$ cat config.mk
export PLATFORM = sky130hd
export DESIGN_NAME = adc_seq0_input_select
export DESIGN_NICKNAME = d
export VERILOG_FILES = /design/src/hw/adc_seq0_pkg.sv /design/src/hw/adc_seq0_input_select.sv
export SDC_FILE = /design/constraint.sdc
export NUM_CORES = 1
export LEC_CHECK = 0
export ABC_AREA = 1
export ABC_CLOCK_PERIOD_IN_PS = 1500
export BUFFER_PORTS_ARGS = -buffer_cell sky130_fd_sc_hd__buf_2
export CAP_MARGIN = 0
export CORE_MARGIN = 2
export CORE_UTILIZATION = 49
export DETAILED_ROUTE_END_ITERATION = 8
export PLACE_DENSITY = 0.76
export SLEW_MARGIN = 15
export SYNTH_ARGS = -nofsm -noshare
export SYNTH_HDL_FRONTEND = slang
export SYNTH_SLANG_ARGS = --single-unit
$ cat constraint.sdc
create_clock -name clk -period 1.5 [get_ports clk]
set_input_delay 0.075 -clock clk [delete_from_list [all_inputs] [get_ports clk]]
set_output_delay 0.075 -clock clk [all_outputs]
set_load 0.005 [all_outputs]
$ cat src/hw/adc_seq0_pkg.sv
// Purpose: Constants for the sequencer-zero input selection block.
// Assumes: APB with 32-bit data, byte addresses.
// Notes: One word per register; reserved bits read as zero.
package adc_seq0_pkg;
    localparam int ADDR_W = 12;
    localparam int SAMPLES = 8;
    localparam int SEL_W = 2;
    localparam int FIELD_STRIDE = 4;
    // Select field positions, one per sample position
    localparam int SEL0_LSB = 0;
    localparam int SEL1_LSB = 4;
    localparam int SEL2_LSB = 8;
    localparam int SEL3_LSB = 12;
    localparam int SEL4_LSB = 16;
    localparam int SEL5_LSB = 20;
    localparam int SEL6_LSB = 24;
    localparam int SEL7_LSB = 28;
    localparam logic [11:0] SEL_OFFSET = 12'h040;
    localparam logic [11:0] CTL_OFFSET = 12'h044;
    localparam logic [11:0] CONV_OFFSET = 12'h048;
    localparam logic [31:0] SEL_RESET = 32'h00000000;
    localparam logic [31:0] CTL_RESET = 32'h00000000;
    localparam logic [31:0] SEL_MASK = 32'h33333333;
    // Control word: per position bit 4n diff, 4n+1 last, 4n+3 temp
    localparam int CTL_DIFF_BIT = 0;
    localparam int CTL_LAST_BIT = 1;
    localparam int CTL_TEMP_BIT = 3;
    localparam logic [31:0] CTL_MASK = 32'hBBBBBBBB;
    // Conversion source codes
    localparam logic [1:0] SRC_SINGLE = 2'h0;
    localparam logic [1:0] SRC_DIFF = 2'h1;
    localparam logic [1:0] SRC_TEMP = 2'h2;
    localparam int CONV_CYCLES = 4;
    localparam logic [3:0] CONV_COUNT = 4'(CONV_CYCLES - 1);
    typedef enum logic [2:0] {
        IDLE = 3'b001,
        START = 3'b010,
        CONVERT = 3'b100
    } seq_state_e;
endpackage : adc_seq0_pkg

$ cat src/hw/adc_seq0_input_select.sv
// Purpose: Sequencer-zero per-sample channel selection with APB registers.
// Assumes: A single clock; converter timing is a fixed count.
//          The converter itself sits outside this block.
// Notes: A trigger input runs one sequence of up to eight positions.
//        Gap bits read as zero and writes to them are dropped.
`timescale 1ns/1ps

// Summary of operation
// One 32-bit select register holds eight per-position channel fields.
// Bits 29:28 choose the channel for the eighth position.
// Field value is the analog channel number converted.
// Bits 25:24 choose the channel for the seventh position.
// Bits 21:20 choose the channel for the sixth position.
// Bits 17:16 choose the channel for the fifth position.
// Bits 13:12 choose the channel for the fourth position.
// Bits 9:8 choose the channel for the third position.
// Bits 5:4 choose the channel for the second position.
// Bits 1:0 choose the channel for the first position.
// Gap bits are read-only; software leaves them unchanged.
// Differential position converts input pair 2i and 2i+1.
// Temperature option converts the sensor instead of the field.
// Positions after the last-flagged one are never converted.
// Field is sampled when its position's conversion begins.
module adc_seq0_input_select (
    input wire logic clk,
    input wire logic sys_rst,
    input wire logic psel,
    input wire logic penable,
    input wire logic pwrite,
    input wire logic [adc_seq0_pkg::ADDR_W-1:0] paddr,
    input wire logic [31:0] pwdata,
    output logic [31:0] prdata,
    output logic pready,
    output logic pslverr,
    input wire logic seqTrigger,
    output logic convStart,
    output logic [1:0] convSource,
    output logic [2:0] convChannel,
    output logic [2:0] convPosition,
    output logic seqBusy,
    output logic seqDone
);
    import adc_seq0_pkg::*;

    // Registers seen by software
    logic [31:0] seq0_sample_input_select;
    logic [31:0] next_seq0_sample_input_select;
    logic [31:0] sampleControl;
    logic [31:0] next_sampleControl;
    logic [31:0] next_prdata;
    logic next_pready;
    logic next_pslverr;
    logic [7:0] convCount;
    logic [7:0] next_convCount;

    // Sequencer state and registered outputs
    seq_state_e state;
    seq_state_e next_state;
    logic [2:0] pos;
    logic [2:0] next_pos;
    logic [3:0] timer;
    logic [3:0] next_timer;
    logic next_convStart;
    logic [1:0] next_convSource;
    logic [2:0] next_convChannel;
    logic [2:0] next_convPosition;
    logic next_seqBusy;
    logic next_seqDone;
    // Decode of the position in hand
    logic [SEL_W-1:0] curField;
    logic curTemp;
    logic curDiff;
    logic curLast;

    function automatic logic [1:0] selField(input logic [31:0] r,
                                            input logic [2:0] p);
        selField = 2'h0;
        // Case per position keeps each field's place explicit
        case (p)
            3'h0: begin
                // first position
                selField = r[SEL0_LSB +: SEL_W];
            end
            3'h1: begin
                // second position
                selField = r[SEL1_LSB +: SEL_W];
            end
            3'h2: begin
                // third position
                selField = r[SEL2_LSB +: SEL_W];
            end
            3'h3: begin
                // fourth position
                selField = r[SEL3_LSB +: SEL_W];
            end
            3'h4: begin
                // fifth position
                selField = r[SEL4_LSB +: SEL_W];
            end
            3'h5: begin
                // sixth position
                selField = r[SEL5_LSB +: SEL_W];
            end
            3'h6: begin
                // seventh position
                selField = r[SEL6_LSB +: SEL_W];
            end
            3'h7: begin
                // eighth position
                selField = r[SEL7_LSB +: SEL_W];
            end
            default: begin
                selField = 2'h0;
            end
        endcase
    endfunction : selField

    // Control word packs three option bits per position, four bits apart
    function automatic logic ctlBit(input logic [31:0] r,
                                    input logic [2:0] p,
                                    input int b);
        ctlBit = r[5'(int'(p) * FIELD_STRIDE + b)];
    endfunction : ctlBit

    // Pready gates the access so each transfer is taken once
    logic access;
    assign access = psel && penable && !pready;

    // Bus slave: one wait state, pready pulses for one cycle
    always_comb begin
        next_seq0_sample_input_select = seq0_sample_input_select;
        next_sampleControl = sampleControl;
        // Read data stays zero outside the answer cycle
        next_prdata = 32'h00000000;
        next_pready = 1'b0;
        next_pslverr = 1'b0;
        if (access) begin
            next_pready = 1'b1;
            if (paddr == SEL_OFFSET) begin
                if (pwrite) begin
                    // gap bits not stored
                    next_seq0_sample_input_select = pwdata & SEL_MASK;
                end else begin
                    next_prdata = seq0_sample_input_select;
                end
            end else if (paddr == CTL_OFFSET) begin
                if (pwrite) begin
                    // Local layout: differential, last, spare, temp
                    next_sampleControl = pwdata & CTL_MASK;
                end else begin
                    next_prdata = sampleControl;
                end
            end else if (paddr == CONV_OFFSET) begin
                if (pwrite) begin
                    // Counter is read-only; a write is refused
                    next_pslverr = 1'b1;
                end else begin
                    next_prdata = {24'h000000, convCount};
                end
            end else begin
                // Unmapped address: error, nothing changes
                next_pslverr = 1'b1;
            end
        end
    end

    always_ff @(posedge clk) begin
        if (sys_rst) begin
            seq0_sample_input_select <= SEL_RESET;
            sampleControl <= CTL_RESET;
            prdata <= 32'h00000000;
            pready <= 1'b0;
            pslverr <= 1'b0;
        end else begin
            seq0_sample_input_select <= next_seq0_sample_input_select;
            sampleControl <= next_sampleControl;
            prdata <= next_prdata;
            pready <= next_pready;
            pslverr <= next_pslverr;
        end
    end

    // Option bits and field of the position in hand,
    // decoded once for the walk and the request
    always_comb begin
        curField = selField(seq0_sample_input_select, pos);
        curTemp = ctlBit(sampleControl, pos, CTL_TEMP_BIT);
        curDiff = ctlBit(sampleControl, pos, CTL_DIFF_BIT);
        curLast = ctlBit(sampleControl, pos, CTL_LAST_BIT);
    end

    // Sequencer walking the positions
    always_comb begin
        next_state = state;
        next_pos = pos;
        next_timer = timer;
        next_seqBusy = seqBusy;
        next_seqDone = 1'b0;
        case (state)
            IDLE: begin
                // Trigger ignored unless idle
                if (seqTrigger) begin
                    next_pos = 3'h0;
                    next_seqBusy = 1'b1;
                    next_state = START;
                end
            end
            START: begin
                // Timer covers the converter's busy cycles
                next_timer = CONV_COUNT;
                next_state = CONVERT;
            end
            CONVERT: begin
                // With no last flag the run stops after eight
                if (timer != 4'h0) begin
                    next_timer = timer - 4'h1;
                end else if (curLast || pos == 3'(SAMPLES - 1)) begin
                    // stop at last flag
                    next_seqBusy = 1'b0;
                    next_seqDone = 1'b1;
                    next_state = IDLE;
                end else begin
                    next_pos = pos + 3'h1;
                    next_state = START;
                end
            end
            default: begin
                next_state = IDLE;
            end
        endcase
    end

    always_ff @(posedge clk) begin
        if (sys_rst) begin
            state <= IDLE;
            pos <= 3'h0;
            timer <= 4'h0;
            seqBusy <= 1'b0;
            seqDone <= 1'b0;
        end else begin
            state <= next_state;
            pos <= next_pos;
            timer <= next_timer;
            seqBusy <= next_seqBusy;
            seqDone <= next_seqDone;
        end
    end

    // Source, channel and position hold until the next position starts; convStart pulses
    always_comb begin
        next_convStart = 1'b0;
        next_convSource = convSource;
        next_convChannel = convChannel;
        next_convPosition = convPosition;
        if (state == START) begin
            // field taken at start
            next_convStart = 1'b1;
            next_convPosition = pos;
            // Sensor has no pair, so it wins over differential
            if (curTemp) begin
                // sensor overrides field
                next_convSource = SRC_TEMP;
                next_convChannel = 3'h0;
            end else if (curDiff) begin
                // pair 2i and 2i+1
                next_convSource = SRC_DIFF;
                next_convChannel = {curField, 1'b0};
            end else begin
                // value names channel
                next_convSource = SRC_SINGLE;
                next_convChannel = {1'b0, curField};
            end
        end
    end

    always_ff @(posedge clk) begin
        if (sys_rst) begin
            convStart <= 1'b0;
            convSource <= SRC_SINGLE;
            convChannel <= 3'h0;
            convPosition <= 3'h0;
        end else begin
            convStart <= next_convStart;
            convSource <= next_convSource;
            convChannel <= next_convChannel;
            convPosition <= next_convPosition;
        end
    end

    // Counter wraps; software reads it modulo 256
    always_comb begin
        next_convCount = convCount;
        if (state == START) begin
            next_convCount = convCount + 8'h01;
        end
    end

    always_ff @(posedge clk) begin
        if (sys_rst) begin
            convCount <= 8'h00;
        end else begin
            convCount <= next_convCount;
        end
    end
endmodule : adc_seq0_input_select

# ---- Word-level counts from Yosys, hierarchy flattened
# Cells that the tools add are included.
dict set report totals {
  regBits 103
  inputBits 50
}
dict set report classes {
  add_sub_neg 5
  order_cmp 3
  n_eq_ne 18
  muxes 39
  n_bitwise 3
  n_reduce_logical 17
}
# op count
set op_table {}
lappend op_table {{$mux 32} 3}
lappend op_table {{$eq 12x7->1 const B} 3}
lappend op_table {{$mux 30} 1}
lappend op_table {{$lt 5x7->1 const B} 3}
lappend op_table {{$mux 3} 7}
lappend op_table {{$mux 8} 2}
lappend op_table {{$pmux 2 s8} 1}
lappend op_table {{$eq 3x3->1 const B} 5}
lappend op_table {{$mux 1} 15}
lappend op_table {{$reduce_and 4->1} 3}
lappend op_table {{$bmux 1 s5} 2}
lappend op_table {{$ne 2x2->1 const B} 5}
lappend op_table {{$eq 3x2->1 const B} 3}
lappend op_table {{$pmux 3 s3} 1}
lappend op_table {{$add 8x1->8 const B} 1}
lappend op_table {{$pmux 4 s2} 1}
lappend op_table {{$eq 3x1->1 const B} 2}
lappend op_table {{$pmux 3 s2} 1}
lappend op_table {{$add 5x1->5 const B} 1}
lappend op_table {{$add 5x2->5 const B} 1}
lappend op_table {{$mux 2} 2}
lappend op_table {{$mux 4} 1}
lappend op_table {{$reduce_and 2->1} 2}
lappend op_table {{$reduce_bool 2->1} 2}
lappend op_table {{other kinds (14)} 17}

# ---- Depth between registers and ports, before layout
# Gate-level depths: netlist of the first run.
dict set report depth {
  depth_word 8
  depth_mapped 12
}

# ---- Worst setup path after synthesis of the first run
# Ideal clock, no wire load.
dict set report synth_path {
  path_kind {reg2reg}
  from {register pos[0]}
  to {register convChannel[1]}
  setup_ps 120
  arrival_ps 1462
  setup_slack_ps -82
  stages_incl_launch_ff 10
  path_buffers 2
  synth_period_minus_slack_ps 1582
  cell_sequence {dfxtp_1 > buf_2 > inv_1 > buf_4 > ha_1 > and3_1 > nor3_1 > a21oi_1 > nand2_1 > nand3_1}
}
dict set report synth_via {
  elab_chain_cells 5
  word_cells_on_any_way 18
}
# item line
set synth_lines {}
lappend synth_lines {{from (decl)} adc_seq0_input_select.sv:59} ;# logic [2:0] pos;
lappend synth_lines {{from (signal assigned)} adc_seq0_input_select.sv:242} ;# pos <= next_pos;
lappend synth_lines {{$add 5x2->5 or $bmux 1 s3 (tied branches)} adc_seq0_input_select.sv:122} ;# ctlBit = r[5'(int'(p) * FIELD_STRIDE + b)];
lappend synth_lines {{$bmux 1 s5 or $mux 1 (tied branches)} adc_seq0_input_select.sv:122}
lappend synth_lines {{$mux 1 (not written as such)} adc_seq0_input_select.sv:122}
lappend synth_lines {{$mux 1 (not written as such) or $mux 3 (tied branches)} {adc_seq0_input_select.sv:122, adc_seq0_input_select.sv:264}}
lappend synth_lines {{$mux 3 (*)} adc_seq0_input_select.sv:260} ;# if (curTemp) begin
lappend synth_lines {{to (signal assigned)} adc_seq0_input_select.sv:285} ;# convChannel <= next_convChannel;
lappend synth_lines {{to (decl)} adc_seq0_input_select.sv:38} ;# output logic [2:0] convChannel,
# Mark *: on every way between the ends. The rest lies on a longest branch, timed or not. The select of a mux whose other input is x is not followed.
# A chain may end at the register's enable or synchronous reset.

# ---- Worst setup path in the final report of the first run
dict set report layout_path {
  from {register pos[0]}
  to {register pos[1]}
}
dict set report layout_via {
  elab_chain_cells 7
  word_cells_on_any_way 12
}
# item line
set layout_lines {}
lappend layout_lines {{$add 5x1->5} adc_seq0_input_select.sv:122}
lappend layout_lines {{$bmux 1 s5} adc_seq0_input_select.sv:122}
lappend layout_lines {{$mux 1 (not written as such) (2 in series)} adc_seq0_input_select.sv:122}
lappend layout_lines {{$logic_or 1x1->1} adc_seq0_input_select.sv:217} ;# end else if (curLast || pos == 3'(SAMPLES - 1)) begin
lappend layout_lines {{$ne 2x2->1 (no source line)} --}
lappend layout_lines {{$reduce_and 4->1 (no source line)} --}
# Several ways; a longest one is shown, not always the timed one. The select of a mux whose other input is x is not followed.

==> run metrics, run 1 <==
async set-reset flop share out of synthesis=0%; Commonest cells post-synth=nor2_1, nand2_1, dfxtp_1; maximum capacitance violations=0; clk sinks=97; xor and xnor area share after synthesis=0%; H-Tree Depth=3; Syn-to-layout area delta=29.3%; worst hold path class=in -> reg; Final setup viols=0; first-pass GRT wire length=18800 um; R2R Path Start=pos[0]; fill cell count=765; worst skew pair latency=0.37 ns; Slew Viols, Final=0; R2R Setup Slk=0.03 ns; nets@finish=780; syn_area_per_cell=7.25 sq um; die width=97.7 um; Mapped Area=4300 sq um; initial DRC count=220; DRC Markers=0; Top Ports=95; Final Critical Period=1.47 ns; crit share post-route=97.8%; Antenna Diode Count=0; Hold Path End=pos[1]; clk_skew=0.00856 ns; core area=8590 sq um; Synth Area in Compound Gates=11.2%; largest area contributor in the netlist=dfxtp_1; Main synth FF type=dfxtp_1; CTS buffer count=9; largest family of logic cells by synthesized area=simple AND/OR/NAND/NOR gates; simple-gate portion of the synthesized area=30.1%; I/O Buffers=80; largest net degree at the start of global routing=25; Reg2Reg Capture Point=pos[1]; Post-Synth Adder-Cell Area=2.62%; Setup crit start=pos[0]; Non-Filler Instances=834; Leak=0.00255 uW; Seq cells post-synth=97; vias per inst=5.03; Peak VDD IR=624 uV; Worst R2R Path Depth=10; Routed WL=11300 um; initial antenna violation count=0; GR Overflow Total=0; share of cells above drive strength 1=28.8%; routed len/inst=13.6 um; GPL Wtd Cong=0.942; Cells after DPL=787; Worst EP required=1.76 ns; final worst slack=0.0324 ns; EDFF count, synth=0; CP Class=reg -> reg; DRT antenna net count=0; CP endpoint kind=register; Synth top area share=45.2%; min-delay src=sys_rst; clk root buf=clkbuf_8; Mapped Cells=593; startpoint types=register; total track usage=24.1%; PwrDens=844 nW/um^2; sequential element share of the synthesized area=45.2%; Worst Hold Depth=3; number of placement rows=34; top cells by area, synth=dfxtp_1, nor2_1, nand2_1, inv_1, o21ai_0; status=completed; Place WS=-0.0814 ns; mux contribution to synthesized area=0%; CTS tree=built; Max Root-Sink Buffers=2; Final Hold Fails=0; Die H=97.7 um; HPWL after DPL=8030 um; Max Clk Rate=681 MHz; Worst Path Arrival=1.73 ns; Yosys cell types=36; starting density of the core=50.0%; vias after detailed routing=4191; maximum fanout along the worst path=6; vias in the first global route=4046; Clock Pin Slew Worst Setup and Hold Paths=0.09 ns; RSZ-0062 raised after global routing=true; Pre-antenna DRT Iters=5; most numerous cell in the Yosys netlist=nor2_1; Ys Warns=0; die area=9540 sq um
## layout make-up
type / instances / area, sq um / area share, %
Clock inverter: 6 / 43.8 / 0.788
Sequential cell: 97 / 1950 / 35.1
Tap cell: 108 / 135 / 2.43
Clock buffer: 10 / 138 / 2.48
Timing Repair inverter: 1 / 7.51 / 0.135
Inverter: 74 / 284 / 5.11
Multi-Input combinational cell: 399 / 2060 / 37.1
Timing Repair Buffer: 139 / 935 / 16.8
## placed cells by master, fill, tap and decap left out, drive strengths merged
| cell | Yosys | routed |
|---|---|---|
| and3 | 2 | 2 |
| nand2 | 101 | 101 |
| nor4 | 1 | 1 |
| clkinvlp | 0 | 3 |
| nor2 | 110 | 110 |
| inv | 72 | 72 |
| dlygate4sd3 | 0 | 24 |
| a311oi | 1 | 1 |
| buf | 22 | 115 |
| a22o | 1 | 1 |
| o211ai | 3 | 3 |
| ha | 9 | 9 |
| clkinv | 2 | 6 |
| or2 | 22 | 22 |
| nor3b | 1 | 1 |
| nor3 | 12 | 12 |
| dfxtp | 97 | 97 |
| a31oi | 1 | 1 |
| a21oi | 27 | 27 |
| and2 | 1 | 1 |
| o21ai | 59 | 59 |
| nand3 | 42 | 42 |
| conb | 1 | 6 |
| clkbuf | 6 | 10 |
## kinds of logic after synthesis
| group | Yosys count |
|---|---|
| simple gates | 292 |
| buf+inv | 102 |
| flops | 97 |
| compound gates | 92 |
| fa+ha+maj | 9 |
| other cells | 1 |
## flip-flops by register name, summed over array words and instances (netlist names)
register,cells
convChannel,3
convCount,8
convPosition,3
convSource,2
convStart,1
pos,3
prdata,26
pready,1
pslverr,1
sampleControl,24
seq0_sample_input_select,16
seqBusy,1
seqDone,1
state,3
timer,4
## worst max path at each step
stage	endpoint	slack (ns)	cells after the start
floorplan	convChannel[1]	0.02	9
global placement	convChannel[2]	-0.04	9
CTS	pos[1]	0.003	10
detailed placement	pos[1]	-0.08	10
finish	pos[1]	0.03	10
global route	pos[1]	-0.07	11
## metal layers
layer	up-vias	GRT usage [%]	wire length [um]
li1	2115	-	-
met1	1951	29.9	4940
met2	108	41.7	5730
met3	17	4.46	504
met4	0	8.33	172
met5	-	0	0
## what timing repair did
action,CTS,global route
setup buffers,2,4
pin swaps,5,14
setup endpoints to repair,7,26
gates cloned,0,1
hold buffers,24,0
resized for setup,15,51
endpoints found under the hold margin,35,0
## worst max-delay path: stages (launching register included)
cell	delay (ns)
dfxtp_4	0.38
ha_2	0.21
ha_4	0.16
inv_1	0.04
nand2_1	0.05
nor2_2	0.09
nand2_2	0.11
nand2_2	0.10
nand2_2	0.08
nand2_2	0.08
a21oi_2	0.05
## per-stage QoR
step           total power, uW  utilization, %  hold WS, ns  cell area (sq um)  setup TNS, ns
2_1_floorplan             2910               -        0.170               4330              0
3_3_place_gp              3030            57.0        0.304               4900        -0.0664
3_5_place_dp              3050            57.0        0.315               4900         -0.316
4_1_cts                   4640            62.6       0.0632               5380              0
5_1_grt                   4890            64.7       0.0615               5560         -0.317
6_report                  4690            64.7       0.0678               5560              0
## power by group
| part | total, uW | switching (uW) | internal, uW |
|---|---|---|---|
| registers | 2640 | 30.8 | 2610 |
| logic | 480 | 270 | 210 |
| clock network | 1570 | 918 | 651 |
Note: power is estimated with default switching activity, not from simulation.
==> run 2, diff against run 1 <==
- PLACE_DENSITY: 0.76 -> unset
- PLACE_DENSITY_LB_ADDON: unset -> 0.12
==> run 2 against run 1 <==
Count of clock-buffer cells in the layout up 1; clock skew up 0.0042 ns; wire length about the same; first-iteration DRC count down 30%; sequential cell count unchanged; worst hold slack worse by 0.0080 ns; register-to-register slack worse by 0.02 ns; total power up 2.2%; core utilization up 0.20 points; sequential share of layout area down 0.088 points; combinational power down 0.8%; highest routed layer unchanged.
==> run metrics, run 2 (same netlist as run 1, synthesis figures left out) <==
Placed Area=4910 sq um (was 4900 sq um); Worst Path Arrival=1.75 ns (was 1.73 ns); DRT antenna net count=0 (unchanged); HPWL after DPL=8030 um (about the same); most common cell after layout, fill and taps aside=nor2_1 (unchanged); DRC Markers=0 (unchanged); Pre-antenna DRT Iters=4 (was 5); Routed WL=11300 um (about the same); die area=9540 sq um (unchanged); Final Hold Fails=0 (unchanged); largest register by flop count=prdata (unchanged); Leak=0.00256 uW (was 0.00255 uW); Worst EP required=1.76 ns (about the same); Max Root-Sink Buffers=2 (unchanged); Final Critical Period=1.49 ns (was 1.47 ns); routed len/inst=13.6 um (about the same); CP endpoint kind=register (unchanged); H-Tree Depth=3 (unchanged); Switching Fraction=25.9% (was 26.0%); Top Ports=95 (unchanged); Die H=97.7 um (unchanged); total track usage=23.7% (was 24.1%); core area=8590 sq um (unchanged); first-pass GRT wire length=18100 um (was 18800 um); largest net degree at the start of global routing=25 (unchanged); worst hold path class=in -> reg (unchanged); share of cells above drive strength 1=29.0% (was 28.8%); vias per inst=4.95 (was 5.03); Final Util=64.9% (was 64.7%); CTS tree=built (unchanged); RSZ-0062 raised after global routing=true (unchanged); CTS buffer count=9 (unchanged); Peak VDD IR=782 uV (was 624 uV); Combinational Power Share=9.9% (was 10.2%); CP Class=reg -> reg (unchanged); final setup TNS=0 ns (unchanged); Syn-to-layout area delta=29.7% (was 29.3%); nets@finish=778 (was 780); vias after detailed routing=4120 (was 4191); starting density of the core=50.0% (unchanged); Final setup viols=0 (unchanged); GR Overflow Total=0 (unchanged); initial antenna violation count=0 (unchanged); PwrDens=860 nW/um^2 (was 844 nW/um^2); I/O Buffers=80 (unchanged); vias in the first global route=3846 (was 4046); Hold WS=0.0597 ns (was 0.0678 ns); startpoint types=register (unchanged); Sequential Power Share=55.1% (was 56.3%); maximum fanout along the worst path=6 (unchanged); Antenna Diode Count=0 (unchanged); worst skew pair latency=0.37 ns (about the same); Clock power frac=35.0% (was 33.4%); die width=97.7 um (unchanged); Worst Hold Depth=4 (was 3); Regs by FF count=prdata x26, sampleControl x24, seq0_sample_input_select x16 (unchanged); commonest non-fill, non-tap cells in the layout=nor2_1, dfxtp_1, nand2_1, buf_2, inv_1 (unchanged); crit share post-route=99.4% (was 97.8%); Clock Pin Slew Worst Setup and Hold Paths=0.10 ns (was 0.09 ns); maximum capacitance violations=0 (unchanged); clk root buf=clkbuf_8 (unchanged); Max Clk Rate=671 MHz (was 681 MHz); max FFs per register=26 (unchanged); internal power=3550 uW (was 3470 uW); status=completed (unchanged); clk sinks=97 (unchanged); Slew Viols, Final=0 (unchanged); Worst R2R Path Depth=8 (was 10); fill cell count=811 (was 765); GPL Wtd Cong=0.967 (was 0.942); initial DRC count=153 (was 220); Final Cell Area=5570 sq um (was 5560 sq um); number of placement rows=34 (unchanged); clk_skew=0.0127 ns (was 0.00856 ns); Net Sw Power=1240 uW (was 1220 uW)
run 2: repair_timing:
action,in CTS,in global routing
setup buffers,3,1
hold buffers,24,0
endpoints found under the setup margin,8,18
resized for setup,19,49
pin swaps,6,19
cloned,0,0
hold endpoints to repair,39,0
run 2: final cells by class:
class                   count  area, sq um  area share [%]
repair buffers            138          923            16.6
clock buffers              11          151            2.72
well taps                 108          135            2.42
multi-input cells         399         2080            37.3
flip-flops and latches     97         1950            35.1
inverters                  74          287            5.14
clock inverters             5         46.3           0.831
run 2: routing by layer:
metal  share of wire (%)  routed length [um]  GRT usage [%]
met1                  45                5100           29.7
met3                 3.6                 414           4.39
met2                  50                5650           41.7
met5                   0                   0              0
met4                 1.6                 182           6.30
run 2: metrics by stage:
step                      setup WS [ns]  power [uW]  instances
after floorplan                  0.0221        2910        598
after global placement          -0.0410        3040        788
after detailed placement         -0.105        3050        788
after CTS                      -0.00166        4760        831
after global routing            -0.0769        4990        832
final                           0.00927        4790        832
run 2: critical path: stages (launching register included):
cell and delay, ns:
dfxtp_4 0.38, ha_2 0.21, ha_1 0.19, nand2_1 0.11, nand3_1 0.10, nor3_2 0.16
a21oi_2 0.10, nand2_1 0.08, nand3_1 0.06
run 2: power groups by stage:
stage / combinational [uW] / clock [uW] / sequential [uW]
2_1_floorplan: 215 / 0 / 2690
3_3_place_gp: 342 / 0 / 2700
3_5_place_dp: 352 / 0 / 2700
4_1_cts: 415 / 1700 / 2640
5_1_grt: 533 / 1810 / 2650
6_report: 476 / 1680 / 2640
run 2: worst paths after layout:
kind / start / to / slack, ns
hold / removal: seqTrigger / state[0] / 0.06
setup / recovery: pos[0] / convChannel[1] / 0.009
setup reg to reg: pos[0] / convChannel[1] / 0.009
hold reg to reg: convChannel[2] / convChannel[2] / 0.46
